File: src/rtl/cmb_defs.svh
/*
 cassette motion and backspace control: timing counts and thresholds.
 assumes a 20 MHz system clock.
*/
`ifndef CMB_DEFS_SVH
`define CMB_DEFS_SVH
`define CMB_CLK_HZ        20000000
`define CMB_BIT_NS        156250
`define CMB_CLK_NS        50
// one bit period in system clocks (156.25 us / 50 ns)
`define CMB_BIT_CYC       (`CMB_BIT_NS / `CMB_CLK_NS)
// gap declared after 21/4 bit periods of silence
`define CMB_GAP_CYC       ((21 * `CMB_BIT_CYC) / 4)
// bit dropout after 5/4 bit periods without a transition
`define CMB_DROP_CYC      ((5 * `CMB_BIT_CYC) / 4)
`define CMB_BITS_IN_BLOCK 16
`define CMB_REF_STOP      64
`define CMB_GAP_WRITE_CYC 4096
`endif

File: src/rtl/cmb_pkg.sv
/*
 cassette motion and backspace control: shared types.
 assumes nothing beyond the header of constants.
*/
package cmb_pkg;
   typedef enum logic [3:0] {
      CMB_BS_IDLE  = 4'b0001,
      CMB_BS_COUNT = 4'b0010,
      CMB_BS_SEEK  = 4'b0100,
      CMB_BS_DELAY = 4'b1000
   } cmb_bs_state_t;
endpackage

File: src/rtl/cmb_sync.sv
/*
 three-stage input synchroniser with agreement filter.
 assumes asynchronous inputs; output changes once stages two and three agree.
*/
module cmb_sync #(
   parameter int W = 1
) (
   input  wire logic         clock,
   input  wire logic         nrst,
   input  wire logic [W-1:0] d,
   output logic      [W-1:0] q
);
   logic [W-1:0] s1_r;
   logic [W-1:0] s2_r;
   logic [W-1:0] s3_r;
   logic [W-1:0] q_nxt;

   genvar i;
   generate
      for (i = 0; i < W; i++) begin : g_bit
         assign q_nxt[i] = (s2_r[i] == s3_r[i]) ? s3_r[i] : q[i];
      end
   endgenerate

   always_ff @(posedge clock or negedge nrst) begin
      if (!nrst) begin
         s1_r <= '0;
         s2_r <= '0;
         s3_r <= '0;
         q    <= '0;
      end else begin
         s1_r <= d;
         s2_r <= s1_r;
         s3_r <= s2_r;
         q    <= q_nxt;
      end
   end
endmodule

File: src/rtl/cmb_motion.sv
/*
 cassette motion latches, command decode, ready signals, end flags and the
 block backspace controller.
 assumes transport sensors, switches and read transitions are asynchronous
 pins; latch inputs from the read/write controllers come from this clock.
*/
`include "cmb_defs.svh"

// What this block does
// - block reverse drives reverse in playback, counts bits
// - sixteen clean bits then seek gap
// - gap after 21/4 silent bit periods
// - stop after 64 reference clocks
// - rewind latch needs door, idle, not left
// - rewind gives reverse, fast until stop/left
// - load latch on leader with preconditions
// - load drives forward, write when recording
// - leader end, mark, gap written, clear
// - fast forward off leader, until right/stop
// - write is record and load/write/erase
// - forward from write, ff, load, playback read
// - reverse from rewind or playback blockrev
// - fast from ff or rewind only
// - recorder ready conditions
// - playback ready conditions
// - line position requires on-line
// - end flags by direction, right flag not in load
// - block reverse clears read error
module cmb_motion #(
   parameter int GAP_WRITE_CYC = `CMB_GAP_WRITE_CYC
) (
   // system
   input  wire logic clock,
   input  wire logic nrst,
   // panel switches
   input  wire logic rewind_switch,
   input  wire logic load_fast_fwd_switch,
   input  wire logic stop_switch,
   input  wire logic stop_switch_ext,
   input  wire logic record_off,
   input  wire logic playback_off,
   input  wire logic record_line_pos,
   input  wire logic playback_line_pos,
   input  wire logic on_line,
   // modes
   input  wire logic record_mode,
   input  wire logic playback_mode,
   // transport sensors
   input  wire logic cassette_present,
   input  wire logic door_closed,
   input  wire logic write_tab,
   input  wire logic on_clear_leader,
   input  wire logic bot_mark,
   input  wire logic end_marker,
   input  wire logic read_data_a,
   input  wire logic read_data_b,
   input  wire logic transport_ref_clock,
   // controller latches on this clock
   input  wire logic busy,
   input  wire logic tape_write_latch,
   input  wire logic tape_erase_latch,
   input  wire logic read_latch,
   input  wire logic block_reverse_cmd,
   // transport commands
   output logic      write_cmd,
   output logic      forward_cmd,
   output logic      reverse_cmd,
   output logic      fast_cmd,
   // status
   output logic      recorder_ready,
   output logic      recorder_lamp,
   output logic      playback_ready,
   output logic      playback_lamp,
   output logic      left_end_flag,
   output logic      right_end_flag,
   output logic      rewind_latch,
   output logic      load_latch,
   output logic      fast_forward_latch,
   output logic      leader_end_flag,
   output logic      gap_flag,
   output logic      block_reverse_latch,
   output logic      read_error_clear
);
   import cmb_pkg::*;

   localparam int NS = 12;
   localparam logic [15:0] GAP_CYC  = 16'(`CMB_GAP_CYC);
   localparam logic [15:0] DROP_CYC = 16'(`CMB_DROP_CYC);
   localparam logic [4:0]  BITS_BLK = 5'(`CMB_BITS_IN_BLOCK);
   localparam logic [6:0]  REF_STOP = 7'(`CMB_REF_STOP);
   localparam logic [15:0] GAP_WR   = 16'(GAP_WRITE_CYC);

   logic [NS-1:0] raw;
   logic [NS-1:0] syn;
   assign raw = {rewind_switch, load_fast_fwd_switch, stop_switch, stop_switch_ext,
                 door_closed, write_tab, on_clear_leader, bot_mark, end_marker,
                 read_data_a, read_data_b, transport_ref_clock};

   cmb_sync #(.W(NS)) u_sync (
      .clock (clock),
      .nrst  (nrst),
      .d     (raw),
      .q     (syn)
   );

   wire rew_s  = syn[11];
   wire lff_s  = syn[10];
   wire stop_s = syn[9] | syn[8];
   wire door_s = syn[7];
   wire tab_s  = syn[6];
   wire ldr_s  = syn[5];
   wire bot_s  = syn[4];
   wire end_s  = syn[3];
   wire rda_s  = syn[2];
   wire rdb_s  = syn[1];
   wire ref_s  = syn[0];

   // edge detection on filtered levels; the block reverse command is taken unfiltered
   logic rew_d_r, lff_d_r, rda_d_r, rdb_d_r, ref_d_r, bot_d_r, ldr_d_r, brev_d_r;
   wire rew_press = rew_s & ~rew_d_r;
   wire lff_press = lff_s & ~lff_d_r;
   wire bot_rise  = bot_s & ~bot_d_r;
   wire ldr_fall  = ~ldr_s & ldr_d_r;
   wire trans     = (rda_s ^ rda_d_r) | (rdb_s ^ rdb_d_r);
   wire ref_tick  = ref_s & ~ref_d_r;
   wire brev_rise = block_reverse_cmd & ~brev_d_r;

   wire moving = forward_cmd | reverse_cmd;

   // start conditions
   wire rew_ok  = door_s & ~left_end_flag & ~moving & ~busy;
   wire fwd_ok  = door_s & (tab_s | ~record_mode) & ~right_end_flag
                  & ~moving & ~busy;
   wire set_rew = rew_press & rew_ok;
   wire set_ld  = lff_press & fwd_ok & ldr_s;
   wire set_ff  = lff_press & fwd_ok & ~ldr_s;

   // backspace machine
   cmb_bs_state_t bs_r, bs_nxt;
   logic [15:0] quiet_r, quiet_nxt;
   logic [4:0]  bits_r, bits_nxt;
   logic [6:0]  refs_r, refs_nxt;
   logic        brev_nxt;
   wire dropout = quiet_r >= DROP_CYC;
   wire gap_hit = quiet_r >= GAP_CYC;

   always_comb begin
      bs_nxt    = bs_r;
      bits_nxt  = bits_r;
      refs_nxt  = refs_r;
      brev_nxt  = block_reverse_latch;
      quiet_nxt = trans ? 16'h0000 : ((quiet_r == 16'hffff) ? quiet_r : quiet_r + 16'h0001);
      unique case (bs_r)
         CMB_BS_IDLE: begin
            if (brev_rise) begin
               bs_nxt    = CMB_BS_COUNT;
               brev_nxt  = 1'b1;
               bits_nxt  = 5'h00;
               quiet_nxt = 16'h0000;
            end
         end
         CMB_BS_COUNT: begin
            if (dropout && !trans) begin
               bits_nxt = 5'h00;
            end else if (trans && bits_r < BITS_BLK) begin
               bits_nxt = bits_r + 5'h01;
            end
            if (bits_r >= BITS_BLK) begin
               bs_nxt = CMB_BS_SEEK;
            end
         end
         CMB_BS_SEEK: begin
            if (gap_hit) begin
               bs_nxt   = CMB_BS_DELAY;
               refs_nxt = 7'h00;
            end
         end
         CMB_BS_DELAY: begin
            if (ref_tick) begin
               refs_nxt = refs_r + 7'h01;
            end
            if (refs_r >= REF_STOP) begin
               bs_nxt   = CMB_BS_IDLE;
               brev_nxt = 1'b0;
            end
         end
      endcase
      if (stop_s) begin
         bs_nxt   = CMB_BS_IDLE;
         brev_nxt = 1'b0;
      end
   end

   // load sequence gap write counter
   logic [15:0] gwr_r;

   always_ff @(posedge clock or negedge nrst) begin
      if (!nrst) begin
         rew_d_r  <= 1'b0;
         lff_d_r  <= 1'b0;
         rda_d_r  <= 1'b0;
         rdb_d_r  <= 1'b0;
         ref_d_r  <= 1'b0;
         bot_d_r  <= 1'b0;
         ldr_d_r  <= 1'b0;
         brev_d_r <= 1'b0;
      end else begin
         rew_d_r  <= rew_s;
         lff_d_r  <= lff_s;
         rda_d_r  <= rda_s;
         rdb_d_r  <= rdb_s;
         ref_d_r  <= ref_s;
         bot_d_r  <= bot_s;
         ldr_d_r  <= ldr_s;
         brev_d_r <= block_reverse_cmd;
      end
   end

   always_ff @(posedge clock or negedge nrst) begin
      if (!nrst) begin
         bs_r                <= CMB_BS_IDLE;
         quiet_r             <= 16'h0000;
         bits_r              <= 5'h00;
         refs_r              <= 7'h00;
         block_reverse_latch <= 1'b0;
         read_error_clear    <= 1'b0;
      end else begin
         bs_r                <= bs_nxt;
         quiet_r             <= quiet_nxt;
         bits_r              <= bits_nxt;
         refs_r              <= refs_nxt;
         block_reverse_latch <= brev_nxt;
         read_error_clear    <= brev_rise;
      end
   end

   always_ff @(posedge clock or negedge nrst) begin
      if (!nrst) begin
         rewind_latch       <= 1'b0;
         load_latch         <= 1'b0;
         fast_forward_latch <= 1'b0;
         leader_end_flag    <= 1'b0;
         gap_flag           <= 1'b0;
         gwr_r              <= 16'h0000;
         left_end_flag      <= 1'b0;
         right_end_flag     <= 1'b0;
      end else begin
         if (set_rew) begin
            rewind_latch <= 1'b1;
         end else if (stop_s || left_end_flag) begin
            rewind_latch <= 1'b0;
         end
         if (set_ff) begin
            fast_forward_latch <= 1'b1;
         end else if (stop_s || right_end_flag) begin
            fast_forward_latch <= 1'b0;
         end
         if (set_ld) begin
            load_latch <= 1'b1;
         end else if (load_latch) begin
            if (!leader_end_flag && ldr_fall) begin
               leader_end_flag <= 1'b1;
            end else if (leader_end_flag && !gap_flag && bot_rise) begin
               gap_flag <= 1'b1;
               gwr_r    <= GAP_WR;
            end else if (gap_flag) begin
               if (gwr_r == 16'h0000) begin
                  load_latch      <= 1'b0;
                  leader_end_flag <= 1'b0;
                  gap_flag        <= 1'b0;
               end else begin
                  gwr_r <= gwr_r - 16'h0001;
               end
            end
         end
         // end flags: sensed end marker by direction; cleared off the marker
         if (end_s && reverse_cmd) begin
            left_end_flag <= 1'b1;
         end else if (!end_s && forward_cmd) begin
            left_end_flag <= 1'b0;
         end
         if (end_s && forward_cmd && !load_latch) begin
            right_end_flag <= 1'b1;
         end else if (!end_s && reverse_cmd) begin
            right_end_flag <= 1'b0;
         end
      end
   end

   // command decode
   assign write_cmd   = record_mode & (load_latch | tape_write_latch
                        | tape_erase_latch);
   assign forward_cmd = write_cmd | fast_forward_latch | load_latch
                        | (playback_mode & read_latch);
   assign reverse_cmd = rewind_latch | (playback_mode & block_reverse_latch);
   assign fast_cmd    = fast_forward_latch | rewind_latch;

   // ready decode
   wire base_rdy = cassette_present & ~fast_cmd & ~load_latch & ~ldr_s;
   assign recorder_ready = base_rdy & record_mode & tab_s & ~record_off
                           & (~record_line_pos | on_line);
   assign playback_ready = base_rdy & playback_mode & ~playback_off
                           & (~playback_line_pos | on_line);
   assign recorder_lamp  = recorder_ready;
   assign playback_lamp  = playback_ready;
endmodule

File: config.mk
export PLATFORM = sky130hd
export DESIGN_NAME = cmb_motion
export DESIGN_NICKNAME = d
export VERILOG_FILES = /design/src/rtl/cmb_pkg.sv /design/src/rtl/cmb_sync.sv /design/src/rtl/cmb_motion.sv
export VERILOG_INCLUDE_DIRS = /design/src /design/src/rtl
export SDC_FILE = /design/constraint.sdc
export NUM_CORES = 1
export LEC_CHECK = 0
export ABC_AREA = 1
export BUFFER_PORTS_ARGS = -buffer_cell sky130_fd_sc_hd__buf_2
export CORE_AREA = 8 8 103 105
export CTS_CLUSTER_DIAMETER = 80
export DETAILED_ROUTE_END_ITERATION = 10
export DIE_AREA = 0 0 111 113
export GPL_TIMING_DRIVEN = 0
export PLACE_DENSITY = 0.8
export SLEW_MARGIN = 10
export SYNTH_ARGS = -nofsm -noshare
export SYNTH_HDL_FRONTEND = slang
export SYNTH_SLANG_ARGS = --single-unit
File: constraint.sdc
create_clock -name clock -period 2.2 [get_ports clock]
set_input_delay 0.66 -clock clock [delete_from_list [all_inputs] [get_ports clock]]
set_output_delay 0.66 -clock clock [all_outputs]
set_load 0.005 [all_outputs]
==> flow_metrics.env, run 1 <==
export IMPL_p_leak_nw=3.15
export IMPL_crit_type="reg -> out"
export IMPL_power_switching_mw=2.44
export IMPL_numCtsBuffers=17
export IMPL_synth_warnings=0
export IMPL_fillers=590
export IMPL_critPathCapture="recorder_ready"
export IMPL_synthAdderAreaFrac=0.0381
export IMPL_synth_compound_area_frac=0.0674
export IMPL_finClkSkew_ps=7.92
export IMPL_cts_root_buf="clkbuf_8"
export IMPL_violations="setup timing"
export IMPL_io_pins=44
export IMPL_status="complete, but fails checks"
export IMPL_r2r_slack_ps=410
export IMPL_synth_seq_cells=113
export IMPL_timing_rr_end="quiet_r[8]"
export IMPL_rows=35
export IMPL_port_buffers=43
export IMPL_clock_path_buffers=2
export IMPL_endpoint_kind="primary output"
export IMPL_final_area_um2=6250
export IMPL_cell_internal_pwr_mw=4.43
export IMPL_routed_wl_mm=12.1
export IMPL_synth_cell_area_um2=5130
export IMPL_drt_pass1_iter_count=5
export IMPL_num_antenna_cells=0
export IMPL_fmax_mhz=415
export IMPL_clkTransAtPathRegs_ps=60
export IMPL_timing_hold_violations_final=0
export IMPL_finalCritPeriodShare=1.09
export IMPL_dp_cells=734
export IMPL_place_detailed_hpwl_mm=7.35
export IMPL_cts_sinks=113
export IMPL_ys_top_cells_by_area="dfrtp_1 55%, nand2_1 9.2%, inv_1 5.5%"
export IMPL_setup_ws_ps=-207
export IMPL_grt_max_degree=62
export IMPL_wire_per_inst_um=15.5
export IMPL_routabilityCongestion=0.891
export IMPL_yosys_area_share_xor_xnor=0.0290
export IMPL_fin_cells=781
export IMPL_synth_edf_count=0
export IMPL_fp_dieArea_um2=12500
export IMPL_critPathMaxFanout=4
export IMPL_hp_class="in -> async"
export IMPL_overflow=0
export IMPL_cp_start_kind="flop"
export IMPL_antenna_found_initial=0
export IMPL_synthCells=579
export IMPL_synth_nets=612
export IMPL_setup_viol=6
export IMPL_cts_tree="done"
export IMPL_core_area_um2=8980
export IMPL_power_share_clock=0.363
export IMPL_async_reset_ff_frac=1.00
export IMPL_crit_arrival_ps=1750
export IMPL_start_util=0.571
export IMPL_slew_headroom=0.602
export IMPL_rsz0062_at_grt="true"
export IMPL_grt_usage=0.185
export IMPL_required_ps=1540
export IMPL_yosys_area_share_simple=0.246
export IMPL_fin_nets=690
export IMPL_synth_flop_cell="dfrtp_1"
export IMPL_syn_to_final_growth_pct=21.8
export IMPL_pre_cts_slack_ps=-116
export IMPL_period_minus_slack_ps=2410
export IMPL_peakVddDrop_v=0.000894
export IMPL_syn_area_per_cell_um2=8.85
export IMPL_synth_most_common_cell="nand2_1"
export IMPL_vias_per_cell=5.48
export IMPL_reg2regPathDepth=9
export IMPL_die_x_um=111
export IMPL_r2r_start="quiet_r[0]"
export IMPL_finalMaxSlewViolations=0
export IMPL_ys_types=37
export IMPL_synth_seq_area_share=0.552
export IMPL_power_mw=6.87
export IMPL_p_seq_frac=0.381
export IMPL_drc_errors=0
export IMPL_cap_viol_max_count=0
export IMPL_synth_top_area_share=0.547
export IMPL_startpoint="load_latch"
export IMPL_drt_iter0_drc=318
export IMPL_sw_frac_of_total=0.355
export IMPL_pwr_share_comb=0.256
export IMPL_powerDensity_nw_per_um2=1100
export IMPL_htreeDepth=4
export IMPL_drive_gt1_frac=0.187
export IMPL_synth_top_family_by_area="simple AND/OR/NAND/NOR gates"
export IMPL_die_h_um=113
export IMPL_synth_area_mux_share=0
export IMPL_dr_total_vias=4283
export IMPL_grt_pass1_wl_mm=19.3
export IMPL_max_slew_worst_pin_slew_ps=592
export IMPL_placed_cell_area_um2=5510
export IMPL_synth_common_cells="125 x nand2_1, 112 x dfrtp_1, 75 x inv_1, 71 x nor2_1, 51 x nand3_1"
export IMPL_clk_latency_ps=520
export IMPL_cts_hold_buf=0
export IMPL_antenna_left=0
export IMPL_synth_top_area_cell="dfrtp_1"
export IMPL_grt_pass1_vias=4371
[worst max-delay path, stage by stage (launching register included)]
cell	delay, ps
dfrtp_2	460
inv_2	110
nand4_1	170
a2111oi_4	240
buf_4	170
buf_6	80
[power by group through the flow]
stage	clock, mW	sequential, mW	combinational, mW
6_report	2.50	2.62	1.76
5_1_grt	2.63	2.65	1.97
4_1_cts	2.52	2.59	1.58
3_5_place_dp	0	2.62	1.46
3_3_place_gp	0	2.61	1.38
2_1_floorplan	0	2.57	1.08
[how the worst min path moves through the flow]
stage	from	cells past startpoint	to	slack [ps]
floorplan	u_sync.s1_r[0]	0	u_sync.s2_r[0]	330
global placement	u_sync.s1_r[1]	0	u_sync.s2_r[1]	330
detailed placement	u_sync.s1_r[11]	0	u_sync.s2_r[11]	330
CTS	nrst	1	quiet_r[7]	90
global route	nrst	1	quiet_r[7]	120
finish	nrst	1	quiet_r[7]	80
[per-layer routing]
layer	global-route usage	up-vias	share of wire
met5	0	-	0
met4	0.0721	0	0.030
met3	0.0550	40	0.056
met2	0.318	162	0.50
met1	0.213	2053	0.42
li1	-	2028	-
[kinds of logic (layout without fill, tap and decap cells)]
family / count (synthesis) / in the layout
buf+inv: 86 / 177
simple gates: 284 / 284
xor+xnor: 17 / 17
fa+ha+maj: 18 / 18
compound gates: 61 / 61
flops: 113 / 113
[stage by stage]
| step | hold slack, ps | setup TNS (ps) | util |
|---|---|---|---|
| after CTS | 87.9 | -747 | 0.683 |
| final | 79.4 | -825 | 0.696 |
| after global placement | 333 | -81440 | 0.610 |
| after global routing | 116 | -1210 | 0.696 |
| after detailed placement | 335 | -140 | 0.614 |
| after floorplan | 331 | 0 | - |
[flip-flops by register name, summed over array words and instances, names as in the netlist, 4 cells and up]
name,cells
u_sync.s3_r,12
u_sync.s2_r,12
quiet_r,16
u_sync.q,12
u_sync.s1_r,12
gwr_r,16
bits_r,5
bs_r,4
refs_r,7
[repair_timing]
item | in CTS | in global routing
pin swaps | 2 | 3
gates resized for setup | 12 | 7
buffers inserted | 6 | 10
setup endpoints to repair | 5 | 5
[layout make-up]
type	count	area [um2]	area share
Sequential cell	113	2830	0.453
Multi-Input combinational cell	380	2000	0.320
Clock buffer	17	414	0.0663
Timing Repair Buffer	60	392	0.0627
Inverter	77	289	0.0463
Tap cell	111	139	0.0222
Clock inverter	15	126	0.0202
Buffer	8	56.3	0.00901
[placed cells by master, fill, tap and decap left out, types with 8 or more instances in the layout]
master	instances
a21oi_1	16
buf_2	42
buf_4	17
clkbuf_16	16
dfrtp_1	111
inv_1	74
maj3_1	12
nand2_1	125
nand3_1	51
nor2_1	67
nor3_1	8
o21ai_0	27
xor2_1	14
No activity file was read; power rests on OpenSTA's default activity.
==> inputs of run 2 (changes only) <==
--- a/config.mk
+++ b/config.mk
@@ -14,6 +14,7 @@
 export DIE_AREA = 0 0 111 113
 export GPL_TIMING_DRIVEN = 0
 export PLACE_DENSITY = 0.8
+export SKIP_CTS_REPAIR_TIMING = 1
 export SLEW_MARGIN = 10
 export SYNTH_ARGS = -nofsm -noshare
 export SYNTH_HDL_FRONTEND = slang
==> flow_metrics.env, run 2 (synthesis gave the netlist of run 1 again) <==
export IMPL_r2r_start="quiet_r[0]"
export IMPL_finalMaxSlewViolations=0
export IMPL_path_cells="nor2_2, nand4_1, a2111oi_4, buf_4, buf_6"
export IMPL_startpoint="fast_forward_latch"
export IMPL_layout_common_cells="125 x nand2_1, 110 x dfrtp_1, 74 x inv_1"
export IMPL_reg2regPathDepth=9
export IMPL_timing_rr_end="quiet_r[8]"
export IMPL_die_h_um=113
export IMPL_violations="setup timing"
export IMPL_hp_class="in -> async"
export IMPL_clk_latency_ps=510
export IMPL_clock_path_buffers=2
export IMPL_grt_usage=0.182
export IMPL_cts_root_buf="clkbuf_8"
export IMPL_fin_nets=678
export IMPL_p_leak_nw=3.09
export IMPL_slowest_delay_ps=430
export IMPL_fp_dieArea_um2=12500
export IMPL_cp_start_kind="flop"
export IMPL_overflow=0
export IMPL_vias_per_cell=5.37
export IMPL_core_area_um2=8980
export IMPL_routed_wl_mm=11.2
export IMPL_slew_headroom=0.674
export IMPL_critPathMaxFanout=4
export IMPL_powerDensity_nw_per_um2=1080
export IMPL_port_buffers=43
export IMPL_htreeDepth=4
export IMPL_slowest_stage="dfrtp_1"
export IMPL_drive_gt1_frac=0.170
export IMPL_reg_largest_list="gwr_r x16, quiet_r x16"
export IMPL_syn_to_final_growth_pct=19.8
export IMPL_routabilityCongestion=0.891
export IMPL_r2r_slack_ps=410
export IMPL_finalCritPeriodShare=1.11
export IMPL_io_pins=44
export IMPL_wire_per_inst_um=14.6
export IMPL_peakVddDrop_v=0.000859
export IMPL_start_util=0.571
export IMPL_num_antenna_cells=0
export IMPL_cap_viol_max_count=0
export IMPL_finClkSkew_ps=8.03
export IMPL_crit_arrival_ps=1790
export IMPL_antenna_left=0
export IMPL_pre_cts_slack_ps=-116
export IMPL_timing_hold_violations_final=0
export IMPL_final_common_cell="nand2_1"
export IMPL_drt_pass1_iter_count=5
export IMPL_max_slew_worst_pin_slew_ps=487
export IMPL_fmax_mhz=409
export IMPL_crit_type="reg -> out"
export IMPL_place_detailed_hpwl_mm=7.35
export IMPL_clkTransAtPathRegs_ps=60
export IMPL_antenna_found_initial=0
export IMPL_cts_sinks=113
export IMPL_numCtsBuffers=17
export IMPL_hold_ws_ps=78.5
export IMPL_drt_iter0_drc=267
export IMPL_status="complete, but fails checks"
export IMPL_die_x_um=111
export IMPL_grt_pass1_wl_mm=19.0
export IMPL_required_ps=1540
export IMPL_grt_max_degree=62
export IMPL_rows=35
export IMPL_setup_viol=5
export IMPL_dr_total_vias=4127
export IMPL_drc_errors=0
export IMPL_period_minus_slack_ps=2450
export IMPL_cts_tree="done"
export IMPL_rsz0062_at_grt="true"
export IMPL_endpoint_kind="primary output"
export IMPL_grt_pass1_vias=4311
export IMPL_setup_ws_ps=-247
## run 2: cell types whose count changed in the layout (fill, tap and decap cells not counted)
cell	delta
buf_4	-11
buf_6	-1
dfrtp_1	-1
dfrtp_2	+1
nor2_1	+2
nor2_2	-2
nor3_2	+1
nor3_4	-1
## run 2: metal layers
metal  vias to the layer above  GRT usage  part of all wire  routed length [um]
li1                       1996          -                 -                   -
met1                      1975      0.214              0.43                4830
met2                       131      0.306              0.49                5540
met3                        25     0.0550             0.055                 614
met4                         0     0.0739             0.019                 208
met5                         -          0                 0                   0
## run 2: layout make-up
class / count / area [um2]
Buffer: 8 / 56.3
Clock buffer: 17 / 414
Clock inverter: 15 / 126
Fill cell: 613 / 2840
Inverter: 77 / 289
Multi-Input combinational cell: 380 / 1990
Sequential cell: 113 / 2830
Tap cell: 111 / 139
Timing Repair Buffer: 48 / 298
## run 2: worst max-delay path by stage
stage / cells past startpoint / slack (ps) / end
final: 5 / -250 / recorder_ready
after floorplan: 3 / 50 / recorder_ready
after CTS: 5 / -530 / recorder_ready
after global routing: 5 / -340 / recorder_ready
after global placement: 1 / -730 / u_sync.s1_r[4]
after detailed placement: 5 / -120 / recorder_ready
## run 2: through the flow
| step | power (mW) | utilization | instance area [um2] | cells | setup TNS (ps) |
|---|---|---|---|---|---|
| 3_5_place_dp | 4.08 | 0.614 | 5510 | 734 | -140 |
| 6_report | 6.64 | 0.684 | 6140 | 769 | -920 |
| 2_1_floorplan | 3.64 | - | 5130 | 579 | 0 |
| 5_1_grt | 7.04 | 0.684 | 6140 | 769 | -1340 |
| 3_3_place_gp | 4.00 | 0.610 | 5480 | 733 | -81440 |
| 4_1_cts | 6.64 | 0.674 | 6050 | 766 | -1490 |
## run 2: worst max-delay path, delay by kind of cell (launching register included)
family,cells,cell delay (ps)
flip-flops,1,430
buffers and inverters,2,250
AND/OR/NAND/NOR,2,340
AO/OA/AOI/OAI,1,250
## run 2: power by group
part           leakage, nW  internal, mW  total [mW]  switching, mW
Combinational         1.41         0.563        1.56          0.997
Sequential            1.41          2.35        2.61          0.255
Clock                0.265          1.42        2.48           1.06
Total                 3.09          4.34        6.64           2.31
